===== src/design/coupler_pkg.sv =====
package coupler_pkg;

   // ****************************************************************
   // Bus and unit decode
   // ****************************************************************
   localparam logic [5:0] UNIT_NUM     = 6'h01;   // Console coupler answers unit 1
   localparam int         XFER_CYCLES  = 4;       // Machine cycles the bus is held
   localparam logic [2:0] XFER_LAST    = 3'h3;    // Last count of a transfer

   // I/O instruction classes presented by the sequencer
   localparam logic [1:0] OP_COMMAND   = 2'h0;    // Command with second word
   localparam logic [1:0] OP_INPUT     = 2'h1;    // Input to accumulator or memory
   localparam logic [1:0] OP_OUTPUT    = 2'h2;    // Output from accumulator or memory

   // ****************************************************************
   // Command word bits, bit 0 is the most significant of 0-15
   // ****************************************************************
   localparam int CMD_CONNECT  = 14;   // Bit 1: connect (1) or disconnect (0)
   localparam int CMD_IN_SEL   = 13;   // Bit 2: input interrupt select
   localparam int CMD_OUT_SEL  = 12;   // Bit 3: output interrupt select
   localparam int CMD_READER   = 11;   // Bit 4: reader mode
   localparam int CMD_KEYBOARD = 10;   // Bit 5: keyboard mode
   localparam int CMD_MODE_CLR = 9;    // Bit 6: mode clear

   // ****************************************************************
   // Timing, in milliseconds at a 50 MHz clock
   // ****************************************************************
   localparam int unsigned CLK_KHZ         = 50_000;
   localparam int unsigned READER_BUSY_MS  = 50;
   localparam int unsigned KEYBOARD_BUSY_MS = 100;
   localparam int unsigned OUTPUT_BUSY_MS  = 100;
   localparam int unsigned TURNOFF_MS      = 12;   // Reader turn-off window
   localparam int          TMR_W           = 23;

   // ****************************************************************
   // Software register port
   // ****************************************************************
   localparam int         REG_W       = 8;
   localparam logic [1:0] REG_STATUS  = 2'h0;   // Sticky events, write one to clear
   localparam logic [1:0] REG_MASK    = 2'h1;   // Interrupt mask, same layout
   localparam logic [1:0] REG_STATE   = 2'h2;   // Read-only coupler state
   localparam int         EV_INPUT    = 0;      // New input character / connect
   localparam int         EV_OUTPUT   = 1;      // Output emptied / connect
   localparam logic [REG_W-1:0] REG_RESET = 8'h00;

   typedef enum logic {SEQ_IDLE, SEQ_XFER} seq_e;

endpackage : coupler_pkg


===== src/design/timer_if.sv =====
`timescale 1ns/10ps
interface timer_if #(parameter int W = 23);
   logic         start;    // Load and start counting
   logic [W-1:0] load;     // Cycles to run
   logic [W-1:0] remain;   // Cycles left
   logic         running;  // Count not yet zero
   logic         done;     // One-cycle pulse as the count ends

   modport owner (output start, output load, input remain, input running, input done);
   modport timer (input start, input load, output remain, output running, output done);
endinterface : timer_if


===== src/design/console_typewriter_coupler.sv =====
// The plain strobed port and the placing of the registers are this design's own decisions.
`timescale 1ns/10ps
module console_typewriter_coupler #(
   parameter int unsigned READER_CYC   = coupler_pkg::READER_BUSY_MS * coupler_pkg::CLK_KHZ,
   parameter int unsigned KEYBOARD_CYC = coupler_pkg::KEYBOARD_BUSY_MS * coupler_pkg::CLK_KHZ,
   parameter int unsigned OUTPUT_CYC   = coupler_pkg::OUTPUT_BUSY_MS * coupler_pkg::CLK_KHZ,
   parameter int unsigned TURNOFF_CYC  = coupler_pkg::TURNOFF_MS * coupler_pkg::CLK_KHZ
) (
   // Clock, reset and enable
   input  wire logic                         core_clk,
   input  wire logic                         arst_n,
   input  wire logic                         clkEn,
   // I/O instruction port
   input  wire logic                         ioStart,
   input  wire logic [5:0]                   ioUnit,
   input  wire logic [1:0]                   ioOp,
   input  wire logic [15:0]                  ioWord,
   output      logic                         ioBusBusy,
   output      logic                         ioDone,
   output      logic                         ioSkip,
   output      logic [15:0]                  ioInData,
   // Priority interrupt requests, group 0
   output      logic                         irqLevel11,
   output      logic                         irqLevel12,
   // Typewriter pins
   input  wire logic [7:0]                   devChar,
   input  wire logic                         kbdStrobe,
   input  wire logic                         rdrStrobe,
   output      logic                         rdrAdvance,
   output      logic [7:0]                   prtChar,
   output      logic                         prtStrobe,
   // Register port
   input  wire logic [1:0]                   regAddr,
   input  wire logic [coupler_pkg::REG_W-1:0] regWrData,
   input  wire logic                         regWr,
   input  wire logic                         regRd,
   output      logic [coupler_pkg::REG_W-1:0] regRdData,
   output      logic                         irq
);

   localparam int TW = coupler_pkg::TMR_W;

   // ****************************************************************
   // Pin synchronisers
   // ****************************************************************
   logic [7:0] charMeta;
   logic [7:0] charSync;
   logic [2:0] kbdSync;
   logic [2:0] rdrSync;
   logic       kbdEdge;
   logic       rdrEdge;

   // Two stages before use; the third stage only feeds the edge detect
   always_ff @(posedge core_clk or negedge arst_n) begin
      if (!arst_n) begin
         charMeta <= 8'h00;
         charSync <= 8'h00;
         kbdSync  <= 3'h0;
         rdrSync  <= 3'h0;
      end else if (clkEn) begin
         charMeta <= devChar;
         charSync <= charMeta;
         kbdSync  <= {kbdSync[1:0], kbdStrobe};
         rdrSync  <= {rdrSync[1:0], rdrStrobe};
      end
   end

   assign kbdEdge = kbdSync[1] & ~kbdSync[2];
   assign rdrEdge = rdrSync[1] & ~rdrSync[2];

   // ****************************************************************
   // Timers
   // ****************************************************************
   timer_if #(.W(TW)) inTmr ();
   timer_if #(.W(TW)) outTmr ();

   coupler_timer #(.W(TW)) u_inTimer (
      .core_clk (core_clk),
      .arst_n   (arst_n),
      .clkEn    (clkEn),
      .tmr      (inTmr)
   );

   coupler_timer #(.W(TW)) u_outTimer (
      .core_clk (core_clk),
      .arst_n   (arst_n),
      .clkEn    (clkEn),
      .tmr      (outTmr)
   );

   // ****************************************************************
   // State
   // ****************************************************************
   coupler_pkg::seq_e  seqState;
   logic [2:0]         seqCount;
   logic               inConn;
   logic               outConn;
   logic               rdrMode;
   logic               kbdMode;
   logic [7:0]         inBuf;
   logic               inFull;
   logic               outFull;
   logic               fetchPend;
   logic [coupler_pkg::REG_W-1:0] status;
   logic [coupler_pkg::REG_W-1:0] mask;

   // Check that a command word has none of its 16 bits set at all
   function automatic logic word_empty(input logic [15:0] w);
      return (w == 16'h0000);
   endfunction : word_empty

   // ****************************************************************
   // Instruction decode
   // ****************************************************************
   logic take;
   logic isCmd;
   logic isIn;
   logic isOut;
   logic cmdTest;
   logic accept;
   logic setMode;
   logic keyLoad;
   logic rdrLoad;
   logic inEvent;
   logic outEvent;

   assign take  = clkEn & ioStart & (seqState == coupler_pkg::SEQ_IDLE)
                  & (ioUnit == coupler_pkg::UNIT_NUM);
   assign isCmd = take & (ioOp == coupler_pkg::OP_COMMAND);
   assign isIn  = take & (ioOp == coupler_pkg::OP_INPUT);
   assign isOut = take & (ioOp == coupler_pkg::OP_OUTPUT);
   assign cmdTest = isCmd & word_empty(ioWord);

   // Skip decision: input needs a full buffer, output an empty one
   always_comb begin
      accept = 1'b0;
      if (cmdTest) begin
         accept = ~outFull & ~inTmr.running;
      end else if (isCmd) begin
         accept = 1'b1;
      end else if (isIn) begin
         accept = inFull;
      end else if (isOut) begin
         accept = ~outFull;
      end
   end

   assign setMode = isCmd & ~cmdTest & (ioWord[coupler_pkg::CMD_READER]
                    | ioWord[coupler_pkg::CMD_KEYBOARD] | ioWord[coupler_pkg::CMD_MODE_CLR]);

   // Keyboard characters are paced by the keyboard busy time
   assign keyLoad = kbdMode & kbdEdge & ~inTmr.running & ~setMode;
   // A reader character is only taken while its fetch is pending
   assign rdrLoad = rdrMode & fetchPend & rdrEdge & ~setMode;

   // Input timer starts on reader fetches and on keyboard characters
   always_comb begin
      inTmr.start = 1'b0;
      inTmr.load  = TW'(KEYBOARD_CYC);
      if ((setMode & ioWord[coupler_pkg::CMD_READER] & ~ioWord[coupler_pkg::CMD_KEYBOARD]
           & ~ioWord[coupler_pkg::CMD_MODE_CLR]) | (isIn & accept & rdrMode)) begin
         inTmr.start = 1'b1;
         inTmr.load  = TW'(READER_CYC);
      end else if (keyLoad) begin
         inTmr.start = 1'b1;
      end
   end

   // Output busy time covers print and punch of one character
   assign outTmr.start = isOut & accept;
   assign outTmr.load  = TW'(OUTPUT_CYC);

   assign inEvent  = keyLoad | rdrLoad
                     | (isCmd & ioWord[coupler_pkg::CMD_CONNECT]
                        & ioWord[coupler_pkg::CMD_IN_SEL]);
   assign outEvent = (outFull & outTmr.done)
                     | (isCmd & ioWord[coupler_pkg::CMD_CONNECT]
                        & ioWord[coupler_pkg::CMD_OUT_SEL]);

   // ****************************************************************
   // Bus sequencer
   // ****************************************************************

   // Every instruction to the unit holds the bus four cycles, the take and three busy, the answer
   // comes in the cycle after the last; state effects were applied on the first
   always_ff @(posedge core_clk or negedge arst_n) begin
      if (!arst_n) begin
         seqState  <= coupler_pkg::SEQ_IDLE;
         seqCount  <= 3'h0;
         ioBusBusy <= 1'b0;
         ioDone    <= 1'b0;
         ioSkip    <= 1'b0;
         ioInData  <= 16'h0000;
      end else if (clkEn) begin
         ioDone <= 1'b0;
         unique case (seqState)
            coupler_pkg::SEQ_IDLE: begin
               if (take) begin
                  seqState  <= coupler_pkg::SEQ_XFER;
                  seqCount  <= 3'h0;
                  ioBusBusy <= 1'b1;
                  ioSkip    <= accept;
                  if (isIn & accept) begin
                     ioInData <= {8'h00, inBuf};
                  end
               end
            end
            coupler_pkg::SEQ_XFER: begin
               seqCount <= seqCount + 3'h1;
               if (seqCount == coupler_pkg::XFER_LAST - 3'h1) begin
                  seqState  <= coupler_pkg::SEQ_IDLE;
                  ioBusBusy <= 1'b0;
                  ioDone    <= 1'b1;
               end
            end
         endcase
      end
   end

   // ****************************************************************
   // Interrupt connection and input mode
   // ****************************************************************

   // Bit 1 gives the level for whichever interrupts bits 2 and 3 select
   always_ff @(posedge core_clk or negedge arst_n) begin
      if (!arst_n) begin
         inConn  <= 1'b0;
         outConn <= 1'b0;
      end else if (isCmd) begin
         if (ioWord[coupler_pkg::CMD_IN_SEL]) begin
            inConn <= ioWord[coupler_pkg::CMD_CONNECT];
         end
         if (ioWord[coupler_pkg::CMD_OUT_SEL]) begin
            outConn <= ioWord[coupler_pkg::CMD_CONNECT];
         end
      end
   end

   // Mode clear wins over keyboard, keyboard over reader, if several are set
   always_ff @(posedge core_clk or negedge arst_n) begin
      if (!arst_n) begin
         rdrMode <= 1'b0;
         kbdMode <= 1'b0;
      end else if (setMode) begin
         if (ioWord[coupler_pkg::CMD_MODE_CLR]) begin
            rdrMode <= 1'b0;
            kbdMode <= 1'b0;
         end else if (ioWord[coupler_pkg::CMD_KEYBOARD]) begin
            rdrMode <= 1'b0;
            kbdMode <= 1'b1;
         end else begin
            rdrMode <= 1'b1;
            kbdMode <= 1'b0;
         end
      end
   end

   // ****************************************************************
   // Input buffer
   // ****************************************************************

   // A character read while the buffer is full overwrites it; software
   // that leaves the reader running loses the fetched tape character when the next mode command clears the buffer
   always_ff @(posedge core_clk or negedge arst_n) begin
      if (!arst_n) begin
         inBuf  <= 8'h00;
         inFull <= 1'b0;
      end else if (clkEn) begin
         if (setMode) begin
            inBuf  <= 8'h00;
            inFull <= 1'b0;
         end else if (keyLoad | rdrLoad) begin
            inBuf  <= charSync;
            inFull <= 1'b1;
         end else if (isIn & accept) begin
            inFull <= 1'b0;
         end
      end
   end

   // Reader fetch: advance the tape once the turn-off window has passed
   always_ff @(posedge core_clk or negedge arst_n) begin
      if (!arst_n) begin
         fetchPend  <= 1'b0;
         rdrAdvance <= 1'b0;
      end else if (clkEn) begin
         rdrAdvance <= 1'b0;
         if (setMode) begin
            fetchPend <= 1'b0;
         end else if (rdrLoad) begin
            fetchPend <= 1'b0;
         end else if (rdrMode & inTmr.running & ~fetchPend
                      & (inTmr.remain == TW'(READER_CYC - TURNOFF_CYC))) begin
            fetchPend  <= 1'b1;
            rdrAdvance <= 1'b1;
         end
      end
   end

   // ****************************************************************
   // Output buffer
   // ****************************************************************

   // Printer gets the character at once; the buffer stays full for the
   // output busy time and then counts as emptied
   always_ff @(posedge core_clk or negedge arst_n) begin
      if (!arst_n) begin
         prtChar   <= 8'h00;
         prtStrobe <= 1'b0;
         outFull   <= 1'b0;
      end else if (clkEn) begin
         prtStrobe <= 1'b0;
         if (isOut & accept) begin
            prtChar   <= ioWord[7:0];
            prtStrobe <= 1'b1;
            outFull   <= 1'b1;
         end else if (outTmr.done) begin
            outFull <= 1'b0;
         end
      end
   end

   // ****************************************************************
   // Status, mask and interrupt outputs
   // ****************************************************************

   // Sticky events; a set in the same cycle as its clear wins
   always_ff @(posedge core_clk or negedge arst_n) begin
      if (!arst_n) begin
         status <= coupler_pkg::REG_RESET;
         mask   <= coupler_pkg::REG_RESET;
      end else if (clkEn) begin
         status <= status
                   & ~((regWr && regAddr == coupler_pkg::REG_STATUS)
                       ? regWrData : coupler_pkg::REG_RESET);
         if (inEvent) begin
            status[coupler_pkg::EV_INPUT] <= 1'b1;
         end
         if (outEvent) begin
            status[coupler_pkg::EV_OUTPUT] <= 1'b1;
         end
         if (regWr && regAddr == coupler_pkg::REG_MASK) begin
            mask <= regWrData;
         end
      end
   end

   // Level requests follow the pending event only while connected
   always_ff @(posedge core_clk or negedge arst_n) begin
      if (!arst_n) begin
         irqLevel11 <= 1'b0;
         irqLevel12 <= 1'b0;
         irq        <= 1'b0;
      end else if (clkEn) begin
         irqLevel11 <= inConn & status[coupler_pkg::EV_INPUT];
         irqLevel12 <= outConn & status[coupler_pkg::EV_OUTPUT];
         irq        <= |(status & mask);
      end
   end

   // Register read data stand the cycle after the strobe only
   always_ff @(posedge core_clk or negedge arst_n) begin
      if (!arst_n) begin
         regRdData <= coupler_pkg::REG_RESET;
      end else if (clkEn) begin
         regRdData <= coupler_pkg::REG_RESET;
         if (regRd) begin
            unique case (regAddr)
               coupler_pkg::REG_STATUS: regRdData <= status;
               coupler_pkg::REG_MASK:   regRdData <= mask;
               coupler_pkg::REG_STATE:  regRdData <= {1'b0, fetchPend, outFull, inFull,
                                                      kbdMode, rdrMode, outConn, inConn};
               default:                 regRdData <= coupler_pkg::REG_RESET;
            endcase
         end
      end
   end

endmodule : console_typewriter_coupler


===== src/design/coupler_timer.sv =====
`timescale 1ns/10ps
module coupler_timer #(
   parameter int W = 23
) (
   // Clock and reset
   input wire logic core_clk,
   input wire logic arst_n,
   input wire logic clkEn,
   // Owner side
   timer_if.timer   tmr
);

   logic [W-1:0] count;
   logic         doneQ;

   // Down counter; a new start restarts it even while running
   always_ff @(posedge core_clk or negedge arst_n) begin
      if (!arst_n) begin
         count <= '0;
         doneQ <= 1'b0;
      end else if (clkEn) begin
         doneQ <= 1'b0;
         if (tmr.start) begin
            count <= tmr.load;
         end else if (count != '0) begin
            count <= count - W'(1);
            doneQ <= (count == W'(1));
         end
      end
   end

   assign tmr.remain  = count;
   assign tmr.running = (count != '0);
   assign tmr.done    = doneQ;

endmodule : coupler_timer


===== config.mk =====
export PLATFORM = sky130hd
export DESIGN_NAME = console_typewriter_coupler
export DESIGN_NICKNAME = d
export VERILOG_FILES = /design/src/design/coupler_pkg.sv /design/src/design/timer_if.sv /design/src/design/console_typewriter_coupler.sv /design/src/design/coupler_timer.sv
export SDC_FILE = /design/constraint.sdc
export NUM_CORES = 1
export LEC_CHECK = 0
export BUFFER_PORTS_ARGS = -buffer_cell sky130_fd_sc_hd__buf_4
export CAP_MARGIN = 20
export CORE_MARGIN = 2
export CORE_UTILIZATION = 35
export CTS_BUF_LIST = sky130_fd_sc_hd__clkbuf_2 sky130_fd_sc_hd__clkbuf_4 sky130_fd_sc_hd__clkbuf_8
export DETAILED_ROUTE_END_ITERATION = 16
export PLACE_DENSITY = 0.52
export SKIP_CTS_REPAIR_TIMING = 1
export SLEW_MARGIN = 40
export SYNTH_ARGS = -nofsm -noshare
export SYNTH_HDL_FRONTEND = slang
export SYNTH_SLANG_ARGS = --single-unit
export TNS_END_PERCENT = 50

===== constraint.sdc =====
create_clock -name core_clk -period 3.1 [get_ports core_clk]
set_input_delay 0.31 -clock core_clk [delete_from_list [all_inputs] [get_ports core_clk]]
set_output_delay 0.31 -clock core_clk [all_outputs]
set_load 0.1 [all_outputs]

Word-level counts from Yosys, hierarchy flattened
Cells that the tools add are included.

storage, ports and cells
  input port bits = 50
  logic and storage cells = 169
  output and inout port bits = 40
  register bits = 136

cells by class
  bitwise operators = 52
  reductions and logical operators = 28
  muxes and demuxes = 46
  add/sub/neg operators = 3
  eq/ne operators = 10

operators with widths
  operator                                                number
  2-to-1 mux 23 bit                                       5
  nonzero test 23 bit                                     2
  subtractor 23 x 1 -> 23 bit (second input constant)     2
  bitwise AND 1 bit                                       33
  2-to-1 mux 1 bit                                        32
  2-to-1 mux 8 bit                                        4
  one-hot mux 8 bit (3 select lines)                      1
  equality test 23 x 1 -> 1 bit (second input constant)   1
  equality test 23 x 21 -> 1 bit (second input constant)  1
  AND reduction 2 bit                                     11
  bitwise AND 8 bit                                       2
  logical NOT 16 bit                                      1
  NOT 1 bit                                               10
  NOT 8 bit                                               1
  nonzero test 2 bit                                      4
  OR reduction 8 bit                                      1
  equality test 6 x 1 -> 1 bit (second input constant)    1
  bitwise OR 1 bit                                        6
  one-hot mux 3 bit (2 select lines)                      1
  AND reduction 3 bit                                     2
  nonzero test 3 bit                                      2
  equality test 2 x 1 -> 1 bit (second input constant)    2
  equality test 2 bit (second input constant)             2
  logical NOT 2 bit                                       2
  other kinds (8)                                         10

Logic depth before layout (Yosys ltp)
  depth after elaboration = 15
  depth in mapped cells = 9
  gate-level depth less buffers = 8

Modules after synthesis
Synthesis repeated with hierarchy kept, for this count alone.

second synthesis, totals
  cell total of the unflattened synthesis = 730
  area total of the unflattened synthesis = 7335.8 µm²

modules (own cells, without submodules)
  module                      seq. area each (µm²)  cells each  instances  area an instance (µm²)
  console_typewriter_coupler  2227.1                338         1          3991.3
  coupler_timer (u_outTimer)  600.6                 207         1          1755.4
  coupler_timer (u_inTimer)   600.6                 185         1          1589.0

Worst setup path after synthesis
No wires, ideal clock.

  path kind = register to register
  from = reg u_inTimer.count[6] (netlist: u_inTimer.tmr.remain[6])
  to = reg u_inTimer.count[17] (netlist: u_inTimer.tmr.remain[17])
  path buffers = 2
  setup slack = 0.521 ns
  data required time = 2.979 ns
  data arrival time = 2.458 ns
  library setup time = 0.121 ns
  stages on the path, launching flop included = 9
  clock period less this slack = 2.579 ns
  cell sequence = dfrtp_1 -> buf_6 -> or4_4 -> or4_1 -> buf_2 -> nor4_4 -> inv_2 -> a21o_1 -> a22o_1

between the ends
  longest elaborated chain between the ends = 10
  elaborated cells on any way between the ends = 17
  classes of those cells = add/sub (1); mux (6); bitwise (7); reduce/logical (3)

RTL lines
  what                                  RTL line                                                              RTL
  start, declared                       coupler_timer.sv:13                                                   logic [W-1:0] count;
  start signal, assigned                coupler_timer.sv:24                                                   count <= tmr.load;
  start signal, assigned                coupler_timer.sv:26                                                   count <= count - W'(1);
  nonzero test 23 bit                   coupler_timer.sv:25, coupler_timer.sv:33
  NOT 1 bit                             console_typewriter_coupler.sv:138, console_typewriter_coupler.sv:152
  bitwise AND 1 bit                     console_typewriter_coupler.sv:138                                     accept = ~outFull & ~inTmr.running;
  2-to-1 mux 1 bit                      console_typewriter_coupler.sv:137                                     if (cmdTest) begin
  bitwise AND 1 bit (2 in a row)        console_typewriter_coupler.sv:161                                     & ~ioWord[coupler_pkg::CMD_MODE_CLR]) | (isIn & accept & rdrMode)) begin
  bitwise OR 1 bit                      console_typewriter_coupler.sv:161
  2-to-1 mux 1 bit                      console_typewriter_coupler.sv:160                                     if ((setMode & ioWord[coupler_pkg::CMD_READER] & ~ioWord[coupler_pkg::CMD_KEYBOARD]
  nonzero test 2 bit (no source line)   -
  AND reduction 2 bit (no source line)  -

Several ways; a longest one is shown, not always the timed one. The select of a mux whose other input is x is not followed.
A chain may end at the register's enable or synchronous reset.

Worst setup path after layout
  from = reg u_inTimer.count[6] (netlist: u_inTimer.tmr.remain[6])
  to = reg u_inTimer.count[11] (netlist: u_inTimer.tmr.remain[11])

Same word-level chain as after synthesis.

==> out/results.ini <==
[logic_synthesis]
ys.flop_type = dfrtp_1
ys_types = 66
synthesis.area_um2 = 6511
avgSynthCellArea_um2 = 10.29
seq_area_frac_synth_pct = 52.27
synth_edf_count = 0
syn_inst = 633
ys_ff_latch = 136
ys_warn_count = 0
async_flop_share_pct = 100.0

[die]
fp-row-count = 49
core-area_um2 = 18090
initial_utilization_pct = 36.00
die_y_um = 140.4
io_pins = 90
die_area_um2 = 19710
die_x_um = 140.4

[setup_path]
arrival_ns = 3.08
cp_cell_sequence = or4_4 > or4_1 > nor4_4 > buf_4 > a21oi_1 > o41ai_1
setup.worst_path.class = flop to flop
reg2reg_depth = 6
critPathMaxStageDelay_ns = 0.61
start_kind = flop
path_max_fanout = 9
endpoint_kind = flop
worstPathRequired_ns = 3.43
crit_slowest_cell = or4_1

[drt]
wl_per_cell_um = 16.22
via_per_inst = 5.235
vias = 5073
drc = 0
drt_wl_total_mm = 15.71
initialDrtViolationCount = 278
drtAntennaViolNets = 0
dr.pass1.iters = 5

[timing]
finClkSkew_ns = 0.01246
grt_setup_unrepaired = no
period_share_pct = 88.64
holdWs_ns = 0.05016
min_period_ns = 2.748
report.final.hold_viol_count = 0
setup_viol = 0
maxSlewViolCount = 0
worst_pin_slew_ns = 0.7433
relSlewSlack_pct = 49.99
fin_tns_setup_ns = 0
fmax_mhz = 363.9

[cts]
numCtsBuffers = 17
cts_tree = done
htreeDepth = 4
cts.clk_slew.worst_paths_ns = 0.07
cts_buffer_depth = 2
cts_sinks = 136
clock_latency_ns = 0.44
root_buffer = clkbuf_8

[global_route]
grt_antenna_before_repair = 0
grt.overflow.total = 0
first_global_vias = 5124
grt_max_degree = 73
grt_usage_pct = 16.81
grt_pass1_wl_mm = 26.36

[finish]
area.growth.synth_to_final_pct = 20.91
layout-drive-gt1-share_pct = 25.41
final_cell_mix = 136 x dfrtp_1, 96 x buf_4, 82 x nand2_1
num_antenna_cells = 0
fin_area_um2 = 7873
mostFrequentLayoutCell = dfrtp_1
num-nets-final = 783

[power_and_ir_drop]
p_int_uw = 3517
p_leak_uw = 0.003614
finalPower_uw = 5200
combPwrFrac_pct = 22.6
power.switching_uw = 1682
seq_power_share_pct = 45.8
clkPwrFrac_pct = 31.7
power_density_nw_per_um2 = 660.5
sw_frac_of_total_pct = 32.35
ir_drop_uv = 300.0

[job]
drv_cap = 0

[placement]
placed_area_um2 = 7403
port_buffers = 81
routabilityCongestion = 0.9152
hpwl_mm = 11.17

[hold_path]
holdPathStages = 2
hp-class = input port to flop

[status]
status = complete, no violations

[registers in the layout, indices dropped and copies added, names as in the netlist, 3 cells and up]
register / flops
rdrSync: 3
mask: 8
seqCount: 3
u_inTimer.tmr.remain: 23
charSync: 8
status: 8
ioInData: 8
u_outTimer.tmr.remain: 23
inBuf: 8
charMeta: 8
prtChar: 8
regRdData: 8
kbdSync: 3
[Yosys cell counts (3+ instances only)]
cell	instances	area share, %
mux2i_1	8	1.2
nor4b_1	3	0.40
a31oi_1	3	0.29
nand4_1	7	0.67
nor2b_1	3	0.29
o21ai_0	38	2.9
nand2_1	82	4.7
and2_1	3	0.29
a21oi_1	16	1.2
clkbuf_1	18	1.0
a21boi_0	6	0.69
nand2b_1	3	0.29
a22o_1	5	0.67
nor2_1	51	2.9
nand3_1	19	1.5
o2bb2ai_1	9	1.2
and3_1	3	0.29
or2_2	4	0.38
dfrtp_1	136	52
xor2_1	7	0.94
mux2_2	40	6.9
a21o_1	5	0.58
nand3b_1	4	0.46
or4_1	8	0.92
xnor2_1	18	2.4
or3_1	11	1.1
inv_1	16	0.92
buf_4	8	0.92
nor3_1	21	1.6
ha_1	6	1.2
nor4_1	23	2.2
o31ai_1	5	0.58
[metal layers]
metal / part of all wire [%] / track usage (%) / wire length [um] / up-vias
li1: - / - / - / 2442
met1: 47 / 22.19 / 7339 / 2459
met2: 46 / 26.81 / 7270 / 150
met3: 5.0 / 4.137 / 792 / 22
met4: 2.0 / 6.433 / 312 / 0
met5: 0 / 0 / 0 / -
[power groups by stage]
stage	Combinational [uW]	Clock (uW)	Sequential, uW
after floorplan	805	0	2420
after global placement	1150	0	2390
after detailed placement	1180	0	2410
after CTS	1190	1700	2380
after global routing	1320	1790	2430
final	1170	1650	2380
[final timing paths]
kind / start / end / slack, ns
worst max-delay path: u_inTimer.tmr.remain[6] / u_inTimer.tmr.remain[11] / 0.35
worst min-delay path: regWrData[6] / status[6] / 0.05
worst max register to register: u_inTimer.tmr.remain[6] / u_inTimer.tmr.remain[11] / 0.35
worst min register to register: inBuf[6] / inBuf[6] / 0.48
max in group asynchronous: arst_n / irqLevel11 / 1.87
min in group asynchronous: arst_n / ioInData[4] / 0.47
[cell type report]
type,count,area [um2]
flip-flops and latches,136,3403
repair buffers,99,762.0
fillers,1721,10210
clock inverters,10,166.4
well taps,229,286.5
multi-input cells,456,2907
clock buffers,22,284.0
inverters,17,63.81
[metrics by stage]
stage	utilization, %	instances	worst slack, ns
after floorplan	-	640	0.5209
after global placement	40.93	936	0.4595
after detailed placement	40.93	936	0.3793
after CTS	43.42	968	0.3603
after global routing	43.53	969	0.1797
final	43.53	969	0.3520
[cells by family (layout without fill, tap and decap cells)]
family | Yosys count | in the layout | share of synthesized area, %
AND/OR/NAND/NOR | 255 | 255 | 19.66
flip-flops | 136 | 136 | 52.27
AO/OA/AOI/OAI | 114 | 114 | 11.72
multiplexers | 48 | 48 | 8.148
buffers and inverters | 48 | 148 | 3.632
XOR/XNOR | 25 | 25 | 3.363
adder cells (fa/ha/maj) | 6 | 6 | 1.153
other | 1 | 8 | 0.05759
[worst max-delay path: cells and delay by family, from the launching register on]
kind / cells / cell delay (ns)
buf+inv: 1 / 0.24
flops: 1 / 0.46
compound gates: 2 / 0.31
simple gates: 3 / 1.63
Power figures use the tool's default switching activity.
